===== src/logic/breaker_fail_pkg.sv =====
package breaker_fail_pkg;

    localparam int          CLOCK_PERIOD_NS        = 100;
    localparam int          PROGRAM_CYCLE_NS       = 5_000_000;
    localparam int          PROGRAM_CYCLE_CLOCKS   = PROGRAM_CYCLE_NS / CLOCK_PERIOD_NS;

    localparam int          MAG_W                  = 16;
    localparam int          PHASE_THR_W            = 13;
    localparam int          DELAY_W                = 19;

    localparam int          RELEASE_PERCENT        = 97;
    localparam int          FULL_PERCENT           = 100;
    localparam int          PHASE_TO_RESIDUAL      = 10;

    localparam int          DELAY_STEP_MS          = 5;
    localparam int          RETRIP_DELAY_MS        = 100;
    localparam int          FAIL_DELAY_MS          = 200;

    localparam logic [PHASE_THR_W-1:0] PHASE_THR_DEFAULT    = 13'h014;
    localparam logic [MAG_W-1:0]       RESIDUAL_THR_DEFAULT = 16'h04b0;
    localparam logic [DELAY_W-1:0]     RETRIP_DELAY_DEFAULT =
        DELAY_W'(RETRIP_DELAY_MS / DELAY_STEP_MS);
    localparam logic [DELAY_W-1:0]     FAIL_DELAY_DEFAULT   =
        DELAY_W'(FAIL_DELAY_MS / DELAY_STEP_MS);

    localparam logic [1:0]  SRC_UNUSED             = 2'h0;
    localparam logic [1:0]  SRC_INPUT_ONE          = 2'h1;
    localparam logic [1:0]  SRC_INPUT_TWO          = 2'h2;
    localparam logic [1:0]  SRC_COMPUTED           = 2'h3;

    localparam logic [3:0]  MODE_CURRENT           = 4'h0;
    localparam logic [3:0]  MODE_RELAY             = 4'h1;
    localparam logic [3:0]  MODE_SIGNALS           = 4'h2;
    localparam logic [3:0]  MODE_CUR_AND_RELAY     = 4'h3;
    localparam logic [3:0]  MODE_CUR_OR_RELAY      = 4'h4;
    localparam logic [3:0]  MODE_CUR_AND_SIG       = 4'h5;
    localparam logic [3:0]  MODE_CUR_OR_SIG        = 4'h6;
    localparam logic [3:0]  MODE_SIG_AND_RELAY     = 4'h7;
    localparam logic [3:0]  MODE_SIG_OR_RELAY      = 4'h8;
    localparam logic [3:0]  MODE_ANY_OR            = 4'h9;
    localparam logic [3:0]  MODE_ALL_AND           = 4'ha;

    localparam logic [2:0]  COND_NORMAL            = 3'h0;
    localparam logic [2:0]  COND_START             = 3'h1;
    localparam logic [2:0]  COND_RETRIP            = 3'h2;
    localparam logic [2:0]  COND_FAIL_TRIP         = 3'h3;
    localparam logic [2:0]  COND_BLOCKED           = 3'h4;

    localparam logic [2:0]  LN_ON                  = 3'h1;
    localparam logic [2:0]  LN_BLOCKED             = 3'h2;
    localparam logic [2:0]  LN_TEST                = 3'h3;
    localparam logic [2:0]  LN_TEST_BLOCKED        = 3'h4;
    localparam logic [2:0]  LN_OFF                 = 3'h5;

    typedef enum logic [1:0] {STAGE_IDLE, STAGE_STARTED, STAGE_BLOCKED} stage_t;

endpackage


===== src/logic/breaker_fail_pickup_timing.sv =====
`timescale 1ns/1ns
`default_nettype none

module breaker_fail_pickup_timing #(
    parameter int TICK_CYCLES = breaker_fail_pkg::PROGRAM_CYCLE_CLOCKS,
    parameter int MAG_W       = breaker_fail_pkg::MAG_W,
    parameter int DELAY_W     = breaker_fail_pkg::DELAY_W
) (
    input  wire logic                                   clock,
    input  wire logic                                   nrst,
    input  wire logic [MAG_W-1:0]                       phase_a_mag,
    input  wire logic [MAG_W-1:0]                       phase_b_mag,
    input  wire logic [MAG_W-1:0]                       phase_c_mag,
    input  wire logic [MAG_W-1:0]                       residual_input_one,
    input  wire logic [MAG_W-1:0]                       residual_input_two,
    input  wire logic [MAG_W-1:0]                       computed_residual,
    input  wire logic                                   output_relay_monitor,
    input  wire logic                                   binary_signal_monitor,
    input  wire logic                                   block_request,
    input  wire logic                                   force_enable,
    input  wire logic                                   force_block,
    input  wire logic [breaker_fail_pkg::PHASE_THR_W-1:0] phase_pickup_threshold,
    input  wire logic [MAG_W-1:0]                       residual_pickup_threshold,
    input  wire logic [1:0]                             residual_source_select,
    input  wire logic [3:0]                             operating_mode,
    input  wire logic                                   retrip_enable,
    input  wire logic [DELAY_W-1:0]                     retrip_delay,
    input  wire logic [DELAY_W-1:0]                     fail_delay,
    input  wire logic [2:0]                             logical_node_mode,
    output logic                                        program_tick,
    output logic                                        pickup,
    output logic                                        start,
    output logic                                        retrip,
    output logic                                        breaker_fail_trip,
    output logic                                        blocked,
    output logic [2:0]                                  condition,
    output logic [2:0]                                  logical_node_behaviour,
    output logic                                        block_event,
    output logic [MAG_W-1:0]                            event_phase_a,
    output logic [MAG_W-1:0]                            event_phase_b,
    output logic [MAG_W-1:0]                            event_phase_c,
    output logic [MAG_W-1:0]                            event_residual,
    output logic [3:0]                                  event_fault_type
);

    localparam int TICK_W = (TICK_CYCLES > 1) ? $clog2(TICK_CYCLES) : 1;

    logic [TICK_W-1:0]                          tick_count;
    logic                                       eval;
    logic [MAG_W-1:0]                           s_phase [3];
    logic [MAG_W-1:0]                           s_residual;
    logic                                       s_relay;
    logic                                       s_signal;
    logic                                       s_block;
    logic                                       s_force_en;
    logic                                       s_force_blk;
    logic [breaker_fail_pkg::PHASE_THR_W-1:0]   s_phase_thr;
    logic [MAG_W-1:0]                           s_res_thr;
    logic [1:0]                                 s_res_sel;
    logic [3:0]                                 s_mode;
    logic                                       s_retrip_en;
    logic [DELAY_W-1:0]                         s_retrip_delay;
    logic [DELAY_W-1:0]                         s_fail_delay;
    logic [2:0]                                 s_ln_mode;
    logic [3:0]                                 held;
    logic [3:0]                                 over;
    logic                                       current_pickup;
    logic                                       next_pickup;
    logic                                       block_now;
    breaker_fail_pkg::stage_t                   stage;
    breaker_fail_pkg::stage_t                   next_stage;
    logic [DELAY_W-1:0]                         elapsed;
    logic [DELAY_W-1:0]                         next_elapsed;

    // Picked-up channels compare against 97 percent; fresh ones against the full threshold.
    function automatic logic over_level(input logic [31:0] mag, input logic [31:0] thr,
                                        input logic was_held);
        if (was_held) begin
            over_level = (mag * breaker_fail_pkg::FULL_PERCENT) >=
                         (thr * breaker_fail_pkg::RELEASE_PERCENT);
        end else begin
            over_level = mag > thr;
        end
    endfunction

    function automatic logic mode_pickup(input logic [3:0] mode, input logic i,
                                         input logic d, input logic s);
        case (mode)
            breaker_fail_pkg::MODE_CURRENT:       mode_pickup = i;
            breaker_fail_pkg::MODE_RELAY:         mode_pickup = d;
            breaker_fail_pkg::MODE_SIGNALS:       mode_pickup = s;
            breaker_fail_pkg::MODE_CUR_AND_RELAY: mode_pickup = i & d;
            breaker_fail_pkg::MODE_CUR_OR_RELAY:  mode_pickup = i | d;
            breaker_fail_pkg::MODE_CUR_AND_SIG:   mode_pickup = i & s;
            breaker_fail_pkg::MODE_CUR_OR_SIG:    mode_pickup = i | s;
            breaker_fail_pkg::MODE_SIG_AND_RELAY: mode_pickup = s & d;
            breaker_fail_pkg::MODE_SIG_OR_RELAY:  mode_pickup = s | d;
            breaker_fail_pkg::MODE_ANY_OR:        mode_pickup = i | s | d;
            breaker_fail_pkg::MODE_ALL_AND:       mode_pickup = i & d & s;
            default:                              mode_pickup = 1'b0;
        endcase
    endfunction

    // Program cycle time base; the whole evaluation runs once per tick.
    always_ff @(posedge clock) begin
        if (!nrst) begin
            tick_count   <= '0;
            program_tick <= 1'b0;
            eval         <= 1'b0;
        end else begin
            program_tick <= tick_count == TICK_W'(TICK_CYCLES - 1);
            tick_count   <= (tick_count == TICK_W'(TICK_CYCLES - 1)) ? '0 :
                            TICK_W'(tick_count + 1'b1);
            eval         <= program_tick;
        end
    end

    // Inputs and settings are taken one cycle before evaluation, so the block level used
    // is always the one seen at the start of the cycle.
    always_ff @(posedge clock) begin
        if (!nrst) begin
            s_phase        <= '{default: '0};
            s_residual     <= '0;
            s_relay        <= 1'b0;
            s_signal       <= 1'b0;
            s_block        <= 1'b0;
            s_force_en     <= 1'b0;
            s_force_blk    <= 1'b0;
            s_phase_thr    <= breaker_fail_pkg::PHASE_THR_DEFAULT;
            s_res_thr      <= breaker_fail_pkg::RESIDUAL_THR_DEFAULT;
            s_res_sel      <= breaker_fail_pkg::SRC_UNUSED;
            s_mode         <= breaker_fail_pkg::MODE_CURRENT;
            s_retrip_en    <= 1'b1;
            s_retrip_delay <= breaker_fail_pkg::RETRIP_DELAY_DEFAULT;
            s_fail_delay   <= breaker_fail_pkg::FAIL_DELAY_DEFAULT;
            s_ln_mode      <= breaker_fail_pkg::LN_ON;
        end else if (program_tick) begin
            s_phase[0]     <= phase_a_mag;
            s_phase[1]     <= phase_b_mag;
            s_phase[2]     <= phase_c_mag;
            case (residual_source_select)
                breaker_fail_pkg::SRC_INPUT_ONE: s_residual <= residual_input_one;
                breaker_fail_pkg::SRC_INPUT_TWO: s_residual <= residual_input_two;
                breaker_fail_pkg::SRC_COMPUTED:  s_residual <= computed_residual;
                default:                         s_residual <= '0;
            endcase
            s_relay        <= output_relay_monitor;
            s_signal       <= binary_signal_monitor;
            s_block        <= block_request;
            s_force_en     <= force_enable;
            s_force_blk    <= force_block;
            s_phase_thr    <= phase_pickup_threshold;
            s_res_thr      <= residual_pickup_threshold;
            s_res_sel      <= residual_source_select;
            s_mode         <= operating_mode;
            s_retrip_en    <= retrip_enable;
            s_retrip_delay <= retrip_delay;
            s_fail_delay   <= fail_delay;
            s_ln_mode      <= logical_node_mode;
        end
    end

    always_comb begin
        for (int k = 0; k < 3; k++) begin
            over[k] = over_level(32'(s_phase[k]),
                                 32'(s_phase_thr) * breaker_fail_pkg::PHASE_TO_RESIDUAL,
                                 held[k]);
        end
        over[3] = (s_res_sel != breaker_fail_pkg::SRC_UNUSED) &&
                  over_level(32'(s_residual), 32'(s_res_thr), held[3]);
        current_pickup = |over;
        next_pickup = mode_pickup(s_mode, current_pickup, s_relay, s_signal) &&
                      (s_ln_mode != breaker_fail_pkg::LN_OFF);
        // Forcing only reaches the block path, so a commissioning test cannot trip a breaker.
        block_now = s_block || (s_force_en && s_force_blk) ||
                    (s_ln_mode == breaker_fail_pkg::LN_BLOCKED) ||
                    (s_ln_mode == breaker_fail_pkg::LN_TEST_BLOCKED);
    end

    always_comb begin
        next_stage = stage;
        case (stage)
            breaker_fail_pkg::STAGE_IDLE: begin
                if (next_pickup) begin
                    next_stage = block_now ? breaker_fail_pkg::STAGE_BLOCKED
                                           : breaker_fail_pkg::STAGE_STARTED;
                end
            end
            breaker_fail_pkg::STAGE_STARTED: begin
                if (!next_pickup) begin
                    next_stage = breaker_fail_pkg::STAGE_IDLE;
                end else if (block_now) begin
                    next_stage = breaker_fail_pkg::STAGE_BLOCKED;
                end
            end
            breaker_fail_pkg::STAGE_BLOCKED: begin
                if (!next_pickup) begin
                    next_stage = breaker_fail_pkg::STAGE_IDLE;
                end
            end
            default: next_stage = breaker_fail_pkg::STAGE_IDLE;
        endcase
        if (next_stage == breaker_fail_pkg::STAGE_STARTED &&
            stage == breaker_fail_pkg::STAGE_STARTED) begin
            next_elapsed = (elapsed == '1) ? elapsed : DELAY_W'(elapsed + 1'b1);
        end else begin
            next_elapsed = '0;
        end
    end

    always_ff @(posedge clock) begin
        if (!nrst) begin
            held              <= '0;
            stage             <= breaker_fail_pkg::STAGE_IDLE;
            elapsed           <= '0;
            pickup            <= 1'b0;
            start             <= 1'b0;
            blocked           <= 1'b0;
            retrip            <= 1'b0;
            breaker_fail_trip <= 1'b0;
            condition         <= breaker_fail_pkg::COND_NORMAL;
        end else if (eval) begin
            held              <= over;
            stage             <= next_stage;
            elapsed           <= next_elapsed;
            pickup            <= next_pickup;
            start             <= next_stage == breaker_fail_pkg::STAGE_STARTED;
            blocked           <= next_stage == breaker_fail_pkg::STAGE_BLOCKED;
            retrip            <= s_retrip_en && (next_stage == breaker_fail_pkg::STAGE_STARTED)
                                 && (next_elapsed >= s_retrip_delay);
            breaker_fail_trip <= (next_stage == breaker_fail_pkg::STAGE_STARTED) &&
                                 (next_elapsed >= s_fail_delay);
            condition         <= (next_stage == breaker_fail_pkg::STAGE_BLOCKED)
                                 ? breaker_fail_pkg::COND_BLOCKED
                                 : (next_stage != breaker_fail_pkg::STAGE_STARTED)
                                 ? breaker_fail_pkg::COND_NORMAL
                                 : (next_elapsed >= s_fail_delay)
                                 ? breaker_fail_pkg::COND_FAIL_TRIP
                                 : (s_retrip_en && (next_elapsed >= s_retrip_delay))
                                 ? breaker_fail_pkg::COND_RETRIP
                                 : breaker_fail_pkg::COND_START;
        end
    end

    always_ff @(posedge clock) begin
        if (!nrst) begin
            block_event      <= 1'b0;
            event_phase_a    <= '0;
            event_phase_b    <= '0;
            event_phase_c    <= '0;
            event_residual   <= '0;
            event_fault_type <= '0;
        end else begin
            block_event <= eval && (stage != breaker_fail_pkg::STAGE_BLOCKED) &&
                           (next_stage == breaker_fail_pkg::STAGE_BLOCKED);
            if (eval && (stage != breaker_fail_pkg::STAGE_BLOCKED) &&
                (next_stage == breaker_fail_pkg::STAGE_BLOCKED)) begin
                event_phase_a    <= s_phase[0];
                event_phase_b    <= s_phase[1];
                event_phase_c    <= s_phase[2];
                event_residual   <= s_residual;
                event_fault_type <= over;
            end
        end
    end

    assign logical_node_behaviour = s_ln_mode;
endmodule

`default_nettype wire


===== config.mk =====
export PLATFORM = sky130hd
export DESIGN_NAME = breaker_fail_pickup_timing
export DESIGN_NICKNAME = d
export VERILOG_FILES = /design/src/logic/breaker_fail_pkg.sv /design/src/logic/breaker_fail_pickup_timing.sv
export SDC_FILE = /design/constraint.sdc
export NUM_CORES = 1
export LEC_CHECK = 0
export BUFFER_PORTS_ARGS = -buffer_cell sky130_fd_sc_hd__buf_4
export CELL_PAD_IN_SITES_DETAIL_PLACEMENT = 1
export CELL_PAD_IN_SITES_GLOBAL_PLACEMENT = 2
export CORE_ASPECT_RATIO = 0.8
export CORE_MARGIN = 5
export CORE_UTILIZATION = 30
export CTS_BUF_LIST = sky130_fd_sc_hd__clkbuf_4
export DETAILED_ROUTE_END_ITERATION = 10
export GPL_ROUTABILITY_DRIVEN = 0
export PLACE_DENSITY_LB_ADDON = 0.1
export SETUP_SLACK_MARGIN = 0.02
export SLEW_MARGIN = 20
export SYNTH_ARGS = -nofsm -noshare
export SYNTH_HDL_FRONTEND = slang
export SYNTH_SLANG_ARGS = --single-unit
export TNS_END_PERCENT = 100

===== constraint.sdc =====
create_clock -name clock -period 13.04 [get_ports clock]
set_clock_uncertainty 0.2 [all_clocks]
set_input_delay 1.956 -clock clock [delete_from_list [all_inputs] [get_ports clock]]
set_output_delay 1.956 -clock clock [all_outputs]
set_load 0.05 [all_outputs]

Word-level counts from Yosys, hierarchy flattened. Index checks and enable logic that the tools add are counted.

Latch bits: 0. Flip-flop bits (word level): 266. Memory bits (read-only): 0. Memories kept: 0. Input port bits: 180. Bits in writable memories: 0.

Shifts and indexed selects: 0. Reduce and logical (&&, ||, !) cells: 18. Multiplexer cells: 18. $mul: 7. Add/sub/neg operators: 2. Divide/modulo/power cells: 0. Magnitude comparators: 10. Bitwise operators: 9. Equal/unequal tests: 24.

Operator list (number): $mul 16x5->21 const B (4); $ge 23x24->1 (3); $gt 16x17->1 (3); $pmux 16 s3 (1); $mul 16x7->23 const B (2); $ge 19x19->1 (2); $mux 19 (2); $ge 23x23->1 (1); $add 19x1->19 const B (1); $eq 19x19->1 const B (1); $add 16x1->16 const B (1); $eq 16x16->1 const B (1); $eq 4x3->1 const B (4); $gt 16x16->1 (1); $mul 13x3->16 const B (1); $mux 2 (8); $eq 4x4->1 const B (3); $pmux 1 s11 (1); $logic_and 1x1->1 (10); $eq 2x2->1 const B (4); $eq 4x2->1 const B (2); $eq 2x1->1 const B (3); $pmux 2 s3 (1); $and 1x1->1 (4); 16 further kinds (24).

Logic depth before layout (Yosys ltp). Gate-level depths: netlist (run 1).

Word-level depth: 20. Mapped depth: 49.

Worst setup path before layout (run 1). No wires, ideal clock.

Kind: register to register. Start: register s_phase_thr[0] in the netlist's numbering. End: register condition[1]. Library setup time: 0.132 ns. Period minus slack after synthesis: 9.428 ns. Stages on the path, launching flop included: 49. Data arrival time: 9.096 ns. Slack: 3.612 ns. Required time: 12.708 ns. Path through: dfxtp_1 ha_1 ha_1 inv_1 fa_1 nand2b_1 a21o_1 a211oi_4 inv_2 ha_1 ha_1 ha_1 inv_1 fa_1 inv_1 ha_1 a21o_1 a21o_1 [... 13 more ...] a2bb2oi_2 a41oi_2 o21ai_1 clkbuf_1 a21oi_1 ha_1 nor2b_1 o21a_1 o21a_1 o21a_1 o21a_1 o21ai_0 a21oi_1 o31ai_1 a21oi_1 o31ai_1 and2_1 o31ai_1.

Longest elaborated chain between the ends: 20. Elaborated cells on any way between the ends: 36. Classes of those cells: mul (2); order compare (8); eq/ne (3); mux (13); bitwise (6); reduce/logical (4).

Ends and longest elaborated chain: start: declaration (RTL line breaker_fail_pickup_timing.sv:57) `logic [breaker_fail_pkg::PHASE_THR_W-1:0] s_phase_thr;`; start signal: assignment (RTL line breaker_fail_pickup_timing.sv:129) `s_phase_thr <= breaker_fail_pkg::PHASE_THR_DEFAULT;`; start signal: assignment (RTL line breaker_fail_pickup_timing.sv:152) `s_phase_thr <= phase_pickup_threshold;`; $mul 13x3->16 (*) (RTL line breaker_fail_pickup_timing.sv:166) `32'(s_phase_thr) * breaker_fail_pkg::PHASE_TO_RESIDUAL,`; $mul 16x7->23 (RTL line breaker_fail_pickup_timing.sv:80) `(thr * breaker_fail_pkg::RELEASE_PERCENT);`; $ge 23x24->1 (RTL line breaker_fail_pickup_timing.sv:79) `over_level = (mag * breaker_fail_pkg::FULL_PERCENT) >=`; $mux 1 (RTL line breaker_fail_pickup_timing.sv:78) `if (was_held) begin`; $reduce_or 4->1 (*) (RTL line breaker_fail_pickup_timing.sv:171) `current_pickup = |over;`; $and 1x1->1 / $or 1x1->1 (equally long branches); $and 1x1->1 / $or 1x1->1 (equally long branches) (RTL line breaker_fail_pickup_timing.sv:99, breaker_fail_pickup_timing.sv:98); $pmux 1 s11 (*) (RTL line breaker_fail_pickup_timing.sv:88) `case (mode)`; [... 5 more ...]; $mux 19 (*) (RTL line breaker_fail_pickup_timing.sv:203) `if (next_stage == breaker_fail_pkg::STAGE_STARTED &&`; net next_elapsed[1] (RTL line breaker_fail_pickup_timing.sv:73) `logic [DELAY_W-1:0] next_elapsed;`; $ge 19x19->1 (RTL line breaker_fail_pickup_timing.sv:239) `: (s_retrip_en && (next_elapsed >= s_retrip_delay))`; $logic_and 1x1->1 (RTL line breaker_fail_pickup_timing.sv:239); $mux 2 (RTL line breaker_fail_pickup_timing.sv:240) `? breaker_fail_pkg::COND_RETRIP`; $mux 2 (*) (RTL line breaker_fail_pickup_timing.sv:238) `? breaker_fail_pkg::COND_FAIL_TRIP`; $mux 2 (*) (RTL line breaker_fail_pickup_timing.sv:236) `? breaker_fail_pkg::COND_NORMAL`; $mux 3 (*) (RTL line breaker_fail_pickup_timing.sv:234) `? breaker_fail_pkg::COND_BLOCKED`; end signal: assignment (RTL line breaker_fail_pickup_timing.sv:221) `condition <= breaker_fail_pkg::COND_NORMAL;`; end signal: assignment (RTL line breaker_fail_pickup_timing.sv:233) `condition <= (next_stage == breaker_fail_pkg::STAGE_BLOCKED)`; end: declaration (RTL line breaker_fail_pickup_timing.sv:36) `output logic [2:0] condition,`.

Mark *: on every way through the listed nets, which the timed path passes. The rest lies on a longest branch. A chain may end at the register's enable or synchronous reset.

Final worst setup path (run 1).
Start: register s_phase_thr[0] in the netlist's numbering. End: register condition[0].

The elaborated chain is that of the path after synthesis.

==> results of run 1 <==
-- kinds of logic (layout without fill, tap and decap cells) --
family | after synthesis | count (layout) | share of synthesized area
AO/OA/AOI/OAI | 524 | 524 | 0.140
XOR/XNOR | 128 | 128 | 0.0449
adder cells (fa/ha/maj) | 600 | 600 | 0.310
buffers and inverters | 495 | 810 | 0.0744
flip-flops | 265 | 265 | 0.207
multiplexers | 211 | 211 | 0.0833
other | 0 | 7 | 0
AND/OR/NAND/NOR | 756 | 756 | 0.140
-- through the flow --
step | instances | total power, µW | utilization
3_5_place_dp | 4272 | 912 | 0.340
4_1_cts | 4409 | 1800 | 0.352
6_report | 4416 | 1750 | 0.352
3_3_place_gp | 4272 | 910 | 0.340
2_1_floorplan | 2979 | 854 | -
5_1_grt | 4416 | 1850 | 0.352
-- power by group --
part | internal [µW] | switching, µW
Combinational | 42.0 | 39.5
Clock | 424 | 429
Sequential | 810 | 0.488
-- area by class of cell --
class / count / area share
inverter: 397 / 0.0504
multi-input combinational: 2219 / 0.620
sequential: 265 / 0.179
timing repair buffer: 276 / 0.0699
clock inverter: 30 / 0.00657
antenna: 7 / 0.000590
tap: 1115 / 0.0470
clock buffer: 107 / 0.0271
-- registers in the layout (all words and copies together), names as in the netlist, 19 cells and up --
| signal | cells |
|---|---|
| elapsed | 19 |
| s_retrip_delay | 19 |
| s_phase | 48 |
| s_fail_delay | 19 |
-- worst max-delay path by stage --
| stage | start | to | cells after the start |
|---|---|---|---|
| after floorplan | s_phase_thr[0] | condition[1] | 48 |
| after global placement | s_phase_thr[0] | condition[1] | 48 |
| after detailed placement | s_phase_thr[0] | condition[0] | 48 |
| after CTS | s_phase_thr[0] | condition[0] | 48 |
| after global routing | s_phase_thr[0] | condition[0] | 48 |
| final | s_phase_thr[0] | condition[0] | 48 |
-- layout by cell type (no fill, tap or decap), types with 10 or more instances in the layout --
master / count
mux2_2: 16
nand2b_1: 33
clkbuf_4: 107
inv_1: 394
nor2b_1: 28
nand2_1: 229
a22oi_1: 17
nand3_1: 49
and3_1: 24
nand4_1: 29
ha_1: 535
nor2_1: 244
fa_1: 59
o21bai_1: 14
o21ai_0: 79
o31ai_1: 17
clkinv_1: 17
o21a_1: 34
o21ai_1: 11
nor3_1: 25
a31oi_1: 13
buf_4: 275
nand3b_1: 22
a211oi_1: 38
dfxtp_1: 264
a21o_1: 49
a21oi_1: 123
mux2i_1: 195
o2111ai_1: 10
o211ai_1: 33
and2_1: 18
xnor2_1: 83
xor2_1: 42
-- per-layer routing --
layer  vias to the layer above  routed length (µm)  track usage
met1                     10900               46100        0.281
met4                         0                1700       0.0397
met2                       375               38100        0.296
met3                       112                4030       0.0416
li1                      10900                   -            -
met5                         -                   0            0
==> reports/summary.txt, run 1 <==
Status = finished clean
Drt wl/cell = 20.4 µm
Average vias per placed instance = 5.04
# DRC = 0
TritonCTS buffer count = 82
Buffers on Ports = 260
Clock slew at reported path FFs = 0.06 ns
Syn avg cell area = 8.59 µm²
GRT Util Overall = 0.194
Hold Fails Final Rpt = 0
Max Fanout on Critical Path = 22
Ys async rst share = 0
WP buf/inv = 5
Synth Register Bits = 265
Worst R2R Setup Slack = 1.69 ns
Vias = 22,300
Fmax = 0.0881 GHz
Post-synthesis sequential area ratio = 0.207
Top cells by area, synth = ha_1 (26%), dfxtp_1 (21%), mux2i_1 (7.6%)
Post-CTS setup buffer count = 0
Worst path slowest cell = dfxtp_1
Synth top area share = 0.261
Die width = 337 µm
Register-to-Register Path Depth = 48
Min Clock Period, post-route = 11.35 ns
Crit path top cell by count = ha_1
Max-capacitance violation count = 0
Yosys warning count = 0
Slowest cell delay on critical path = 0.67 ns
Max clock buf depth = 3
Crit Reg-Reg Startpoint = s_phase_thr[0]
Syn_nets = 3,753
VDD IR max = 0.0491 mV
Setup crit start kind = register
Path category of the worst min-delay check = register to register
Slew Limit Fails = 0
Static Leak = 0.0143 µW
Synth top cells by count = ha_1 (535), inv_1 (395), dfxtp_1 (265), nor2_1 (244), nand2_1 (229)
Worst Hold Depth = 1
Top_reg_cell synth = dfxtp_1
Final #Nets = 4,015
Area leader, netlist = ha_1
WHS = 0.253 ns
Worst Path Required = 13.63 ns
DP Area = 28,700 µm²
Area grow syn2layout = 16.0%
Antenna violations before repair = 6
CTS tree = built
Worst-Skew Late Latency = 0.89 ns
Vias in the first global route = 23,600
Post-synth cell types = 92
DP Wirelength = 72.1 mm
Core area = 84,300 µm²
Slew HR = 0.388
Filler cell count in the final layout = 10,000
CTS sink count = 265
Post_cts resized = 0
DIE AREA = 91,300 µm²
Gr ovfl total = 0
Final setup margin = 1.69 ns
Fin crit share = 0.870
I/O pin total = 261
Layout cell share with drive strength beyond 1 = 0.135
Register area = 5310 µm²
Worst Hold Launch = tick_count[0]
CP top delay family = compound AO/OA/AOI/OAI gates
Hold endpoint = tick_count[0]
Clk root buf = clkbuf_4
Gate Count Post-Synth = 2,979
WP data arrival = 11.94 ns
Worst r2r dst = condition[0]
Worst slack, placed = 1.68 ns
CP Capture Type = register
Starting density of the core = 0.304
Number of synthesized flops with an enable pin = 0
DIE HEIGHT = 271 µm
Design area = 29,700 µm²
Setup CP Type = register to register
Iteration-0 DRC Markers = 999
Slew @ Worst Pin = 0.915 ns
Post-Syn Area = 25,600 µm²
First-pass GRT wire length = 139 mm
Fin Setup TNS = 0 ns
Antenna Violating Nets Remaining = 0
RSZ-0062 raised after global routing = no
WL final = 89.9 mm
Power density cells = 58.8 nW/µm²
# rows = 95
Htree depth = 3
Hold Buf Count CTS = 0
Final setup fails = 0
Pin count of the biggest net entering global routing = 67
Count leader, synth = ha_1
Area of the multi-input gates = 18,400 µm²
Pre-Repair DR Iteration Count = 5
No activity file was read; power rests on OpenSTA's default activity.
==> run 2: changes to the inputs <==
--- a/config.mk
+++ b/config.mk
@@ -14,7 +14,7 @@
 export CTS_BUF_LIST = sky130_fd_sc_hd__clkbuf_4
 export DETAILED_ROUTE_END_ITERATION = 10
 export GPL_ROUTABILITY_DRIVEN = 0
-export PLACE_DENSITY_LB_ADDON = 0.1
+export PLACE_DENSITY = 0.79
 export SETUP_SLACK_MARGIN = 0.02
 export SLEW_MARGIN = 20
 export SYNTH_ARGS = -nofsm -noshare
==> run 2 against run 1 <==
  * Cell count is 0.36% lower
  * Global-route usage is 1.7 points lower
  * First-iteration DRC count is 6.4% lower
  * Design area is 0.38% lower
  * Count of clock-buffer cells in the layout is 2 lower
  * Via count is 2.2% lower
  * Non-clock buffer count is 1 lower
  * Total power is 4.4% lower
  * Core utilization is 0.13 points lower
  * Sequential share of layout area is 0.067 points higher
  * Worst setup slack better by 0.58 ns
  * Sequential cell count stayed put
  * Largest power group is now registers
  * Highest routed layer is now met5
==> reports/summary.txt, run 2 (synthesized netlist as in run 1, its figures left out) <==
Status = finished clean
Hold Fails Final Rpt = 0
Fin crit share = 0.826
Power density cells = 56.4 nW/µm²
Max-capacitance violation count = 0
Slowest cell delay on critical path = 0.64 ns
Max reg flops = 48
Clk root buf = clkbuf_4
Slew @ Worst Pin = 0.896 ns
Worst Hold Launch = tick_count[0]
WL final = 82.5 mm
Crit Reg-Reg Startpoint = s_phase_thr[0]
DIE HEIGHT = 271 µm
Die width = 337 µm
Gr ovfl total = 0
Worst path slowest cell = dfxtp_1
Core area = 84,300 µm²
Average vias per placed instance = 4.95
Final setup fails = 0
Post_cts resized = 0
Htree depth = 3
CTS sink count = 265
Fin Setup TNS = 0 ns
Vias = 21,800
I/O pin total = 261
Final setup margin = 2.27 ns
TritonCTS buffer count = 77
First-pass GRT wire length = 128 mm
Max clock buf depth = 3
Buffers on Ports = 260
Pin count of the biggest net entering global routing = 96
WP data arrival = 11.31 ns
Layout cell share with drive strength beyond 1 = 0.133
Most common cell after layout, fill and taps aside = ha_1
VDD IR max = 0.0440 mV
Final #Nets = 4,009
Starting density of the core = 0.304
WHS = 0.255 ns
Clock slew at reported path FFs = 0.06 ns
Post-CTS setup buffer count = 0
Slew Limit Fails = 0
CTS tree = built
Crit path top cell by count = ha_1
Area grow syn2layout = 15.6%
# DRC = 0
Drt wl/cell = 18.8 µm
Slew HR = 0.403
Fmax = 0.0929 GHz
Antenna violations before repair = 6
Biggest register = s_phase
Max Fanout on Critical Path = 22
Power, Total = 1670 µW
Setup crit start kind = register
DIE AREA = 91,300 µm²
RSZ-0062 raised after global routing = no
DP Wirelength = 66.4 mm
Static Leak = 0.0142 µW
Design area = 29,600 µm²
Pre-Repair DR Iteration Count = 5
Most frequent cells in the layout = ha_1 (535), inv_1 (394), buf_4 (274)
Worst slack, placed = 2.34 ns
Antenna Violating Nets Remaining = 0
# rows = 95
Iteration-0 DRC Markers = 935
Vias in the first global route = 22,300
DP Area = 28,700 µm²
CP Capture Type = register
Min Clock Period, post-route = 10.77 ns
Setup CP Type = register to register
Hold Buf Count CTS = 0
GRT Util Overall = 0.177
Worst Path Required = 13.58 ns
Crit path launch = s_phase_thr[0]
Path category of the worst min-delay check = register to register
Worst-Skew Late Latency = 0.86 ns
-- run 2: power breakdown --
| group | switching [µW] | internal, µW | total (µW) |
|---|---|---|---|
| Combinational | 37.0 | 41.6 | 78.6 |
| Clock | 391 | 389 | 780 |
| Sequential | 0.458 | 810 | 810 |
-- run 2: worst max-delay path: cells and delay by family, from the launching register on --
| kind | cells | cell delay, ns |
|---|---|---|
| xor gates and xnor gates | 1 | 0.22 |
| buffers and inverters | 5 | 0.55 |
| adders and majority gates | 10 | 3.18 |
| DFF | 1 | 0.64 |
| and+or+nand+nor | 6 | 0.88 |
| AOI/OAI and AO/OA | 26 | 4.99 |
-- run 2: path summary, 6_finish.rpt --
| check | cells after the start | to | slack, ns |
|---|---|---|---|
| worst max register to register | 48 | condition[0] | 2.27 |
| worst max-delay path | 48 | condition[0] | 2.27 |
| worst min-delay path | 1 | tick_count[0] | 0.25 |
| worst min register to register | 1 | tick_count[0] | 0.25 |
-- run 2: layout make-up --
cell class	count	area (µm²)
Clock inverter	19	111
Sequential cell	265	5310
Inverter	397	1500
Tap cell	1115	1400
Clock buffer	105	788
Timing Repair Buffer	275	2070
Fill cell	10000	54700
Antenna cell	5	12.5
Multi-Input combinational cell	2219	18400
-- run 2: layer usage --
layer / global-route usage / share of wire / vias to the layer above
li1: - / - / 10900
met4: 0.0349 / 0.015 / 2
met2: 0.253 / 0.40 / 385
met1: 0.270 / 0.54 / 10400
met3: 0.0367 / 0.051 / 88
met5: 0 / 0.00012 / -
-- run 2: metrics by stage --
step	std cells	util
2_1_floorplan	2979	-
3_3_place_gp	4271	0.340
3_5_place_dp	4271	0.340
4_1_cts	4395	0.351
5_1_grt	4398	0.351
6_report	4400	0.351
==> run 3: changes to the inputs <==
--- a/config.mk
+++ b/config.mk
@@ -5,6 +5,7 @@
 export SDC_FILE = /design/constraint.sdc
 export NUM_CORES = 1
 export LEC_CHECK = 0
+export ABC_AREA = 1
 export BUFFER_PORTS_ARGS = -buffer_cell sky130_fd_sc_hd__buf_4
 export CELL_PAD_IN_SITES_DETAIL_PLACEMENT = 1
 export CELL_PAD_IN_SITES_GLOBAL_PLACEMENT = 2
@@ -14,7 +15,7 @@
 export CTS_BUF_LIST = sky130_fd_sc_hd__clkbuf_4
 export DETAILED_ROUTE_END_ITERATION = 10
 export GPL_ROUTABILITY_DRIVEN = 0
-export PLACE_DENSITY = 0.79
+export PLACE_DENSITY = 0.83
 export SETUP_SLACK_MARGIN = 0.02
 export SLEW_MARGIN = 20
 export SYNTH_ARGS = -nofsm -noshare
==> constraint.sdc (replaced) <==
create_clock -name clock -period 11.02 [get_ports clock]
set_clock_uncertainty 0.2 [all_clocks]
set_input_delay 1.653 -clock clock [delete_from_list [all_inputs] [get_ports clock]]
set_output_delay 1.653 -clock clock [all_outputs]
set_load 0.05 [all_outputs]
==> run 3 against run 2 <==
  * Fmax increased by 13%
  * Global-route usage increased by 1.0 points
  * Critical endpoint is now condition[1]
  * Via count increased by 8.9%
  * Non-clock buffer count increased by 4
  * Clock power increased by 33%
  * Total power increased by 25%
  * First-iteration DRC count increased by 7.9%
  * Sequential cell count unchanged
  * Critical path depth increased by 8
  * Cell count increased by 15%
==> reports/summary.txt, run 3 <==
DP Area = 28,600 µm²
Path category of the worst min-delay check = register to register
DIE AREA = 91,200 µm²
Design area = 29,700 µm²
WP data arrival = 10.06 ns
Syn avg cell area = 7.12 µm²
Area grow syn2layout = 16.1%
Syn_nets = 4,367
Slew @ Worst Pin = 0.960 ns
Vias = 23,700
First-pass GRT wire length = 135 mm
DP Wirelength = 70.0 mm
Average vias per placed instance = 4.70
Most frequent cells in the layout = nand2_1 (671), inv_1 (650), ha_1 (535)
Power density cells = 70.4 nW/µm²
Gr busiest metal = met1
Met2 GRT Util = 0.267
Die width = 336 µm
P_sw = 562 µW
Met3 GRT Util = 0.0445
Final setup margin = 1.47 ns
Switching share of power = 0.269
Setup crit start kind = register
Crit Reg-Reg Startpoint = s_phase_thr[1]
Starting density of the core = 0.303
Hold Buf Count CTS = 0
Post-Syn Area = 25,600 µm²
Status = finished clean
Max Fanout on Critical Path = 21
Crit path top cell by count = nand2_1
Placed cell count = 4,899
Setup CP Type = register to register
Final #Nets = 4,641
Finished Layout Cells = 5,045
# rows = 95
Synth top cells by count = nand2_1 (671), inv_1 (651), ha_1 (535), nor2_1 (375), a21oi_1 (303)
Yosys warning count = 0
Count leader, synth = nand2_1
RSZ-0062 raised after global routing = no
Clk root buf = clkbuf_4
Hold Fails Final Rpt = 0
Top cells by area, synth = ha_1 (26%), dfxtp_1 (21%), nand2_1 (9.9%)
Synth top area share = 0.262
Worst Hold Depth = 1
Fmax = 0.105 GHz
Post_cts resized = 0
Static Leak = 0.0169 µW
Clock power frac = 0.498
Top_reg_cell synth = dfxtp_1
Antenna violations before repair = 5
Most common cell after layout, fill and taps aside = nand2_1
Fin crit share = 0.867
Max-capacitance violation count = 0
Grt met1 use = 0.281
Worst-Skew Late Latency = 0.86 ns
Pin count of the biggest net entering global routing = 93
Htree depth = 3
Register-to-Register Path Depth = 56
CTS sink count = 265
GRT Util Overall = 0.187
Worst Hold Launch = tick_count[0]
Crit path launch = s_phase_thr[1]
CP Capture Type = register
Final setup fails = 0
Iteration-0 DRC Markers = 1,009
Area leader, netlist = ha_1
Min Clock Period, post-route = 9.55 ns
TritonCTS buffer count = 81
Slowest cell delay on critical path = 0.50 ns
Core area = 84,300 µm²
Max reg flops = 48
Worst slack, placed = 1.47 ns
DIE HEIGHT = 271 µm
Comb power frac = 0.043
Post-synth cell types = 57
Worst path slowest cell = xor2_1
Antenna Violating Nets Remaining = 0
Max clock buf depth = 3
Slew HR = 0.353
Layout cell share with drive strength beyond 1 = 0.112
Pre-Repair DR Iteration Count = 5
CTS tree = built
Clock slew at reported path FFs = 0.08 ns
Buffers on Ports = 260
Post-CTS setup buffer count = 0
Biggest register = s_phase
Ys async rst share = 0
Slew Limit Fails = 0
Number of synthesized flops with an enable pin = 0
Post-synthesis sequential area ratio = 0.207
WL final = 86.7 mm
Seq pwr share = 0.459
# DRC = 0
I/O pin total = 261
P_int = 1530 µW
VDD IR max = 0.0543 mV
Worst Path Required = 11.53 ns
Gate Count Post-Synth = 3,593
Synth Register Bits = 265
Vias in the first global route = 24,000
Fin Setup TNS = 0 ns
Gr ovfl total = 0
Drt wl/cell = 17.2 µm
[run 3: layout make-up]
class | count | area [µm²]
diodes | 3 | 7.51
repair buffers | 279 | 2110
fillers | 10700 | 54600
multi-input cells | 2582 | 17400
flip-flops and latches | 265 | 5310
inverters | 658 | 2470
clock buffers | 112 | 841
well taps | 1115 | 1400
clock inverters | 31 | 199
[run 3: cells by family after synthesis]
| group | Yosys count | synth area share |
|---|---|---|
| compound gates | 589 | 0.124 |
| fa+ha+maj | 594 | 0.308 |
| xor+xnor | 109 | 0.0373 |
| buf+inv | 746 | 0.114 |
| simple gates | 1289 | 0.209 |
| mux | 1 | 0.000440 |
| flops | 265 | 0.207 |
[run 3: final timing paths]
kind	slack, ns	to
hold / removal	0.26	tick_count[0]
setup reg to reg	1.47	condition[1]
hold reg to reg	0.26	tick_count[0]
setup / recovery	1.47	condition[1]
[run 3: critical path, delay by kind of cell (launching register included)]
family	cells	cell delay [ns]
buf+inv	9	1.00
xor+xnor	2	0.67
compound gates	14	2.33
fa+ha+maj	10	3.03
simple gates	21	1.79
flops	1	0.36
[run 3: metrics by stage]
stage / util / power (µW) / hold WS, ns
2_1_floorplan: - / 1010 / 0.218
3_3_place_gp: 0.340 / 1070 / 0.232
3_5_place_dp: 0.340 / 1070 / 0.254
4_1_cts: 0.352 / 2140 / 0.263
5_1_grt: 0.352 / 2190 / 0.283
6_report: 0.352 / 2090 / 0.260
[run 3: routing by layer]
layer,up-vias,share of wire
li1,12200,-
met4,6,0.020
met3,101,0.063
met5,-,0.00053
met1,11000,0.53
met2,423,0.39
[run 3: power by group through the flow]
stage | clock network (µW) | logic (µW) | registers (µW)
after detailed placement | 0 | 91.8 | 980
after CTS | 1090 | 92.2 | 958
after floorplan | 0 | 27.0 | 980
after global placement | 0 | 91.3 | 980
after global routing | 1140 | 99.4 | 958
final | 1040 | 89.9 | 959
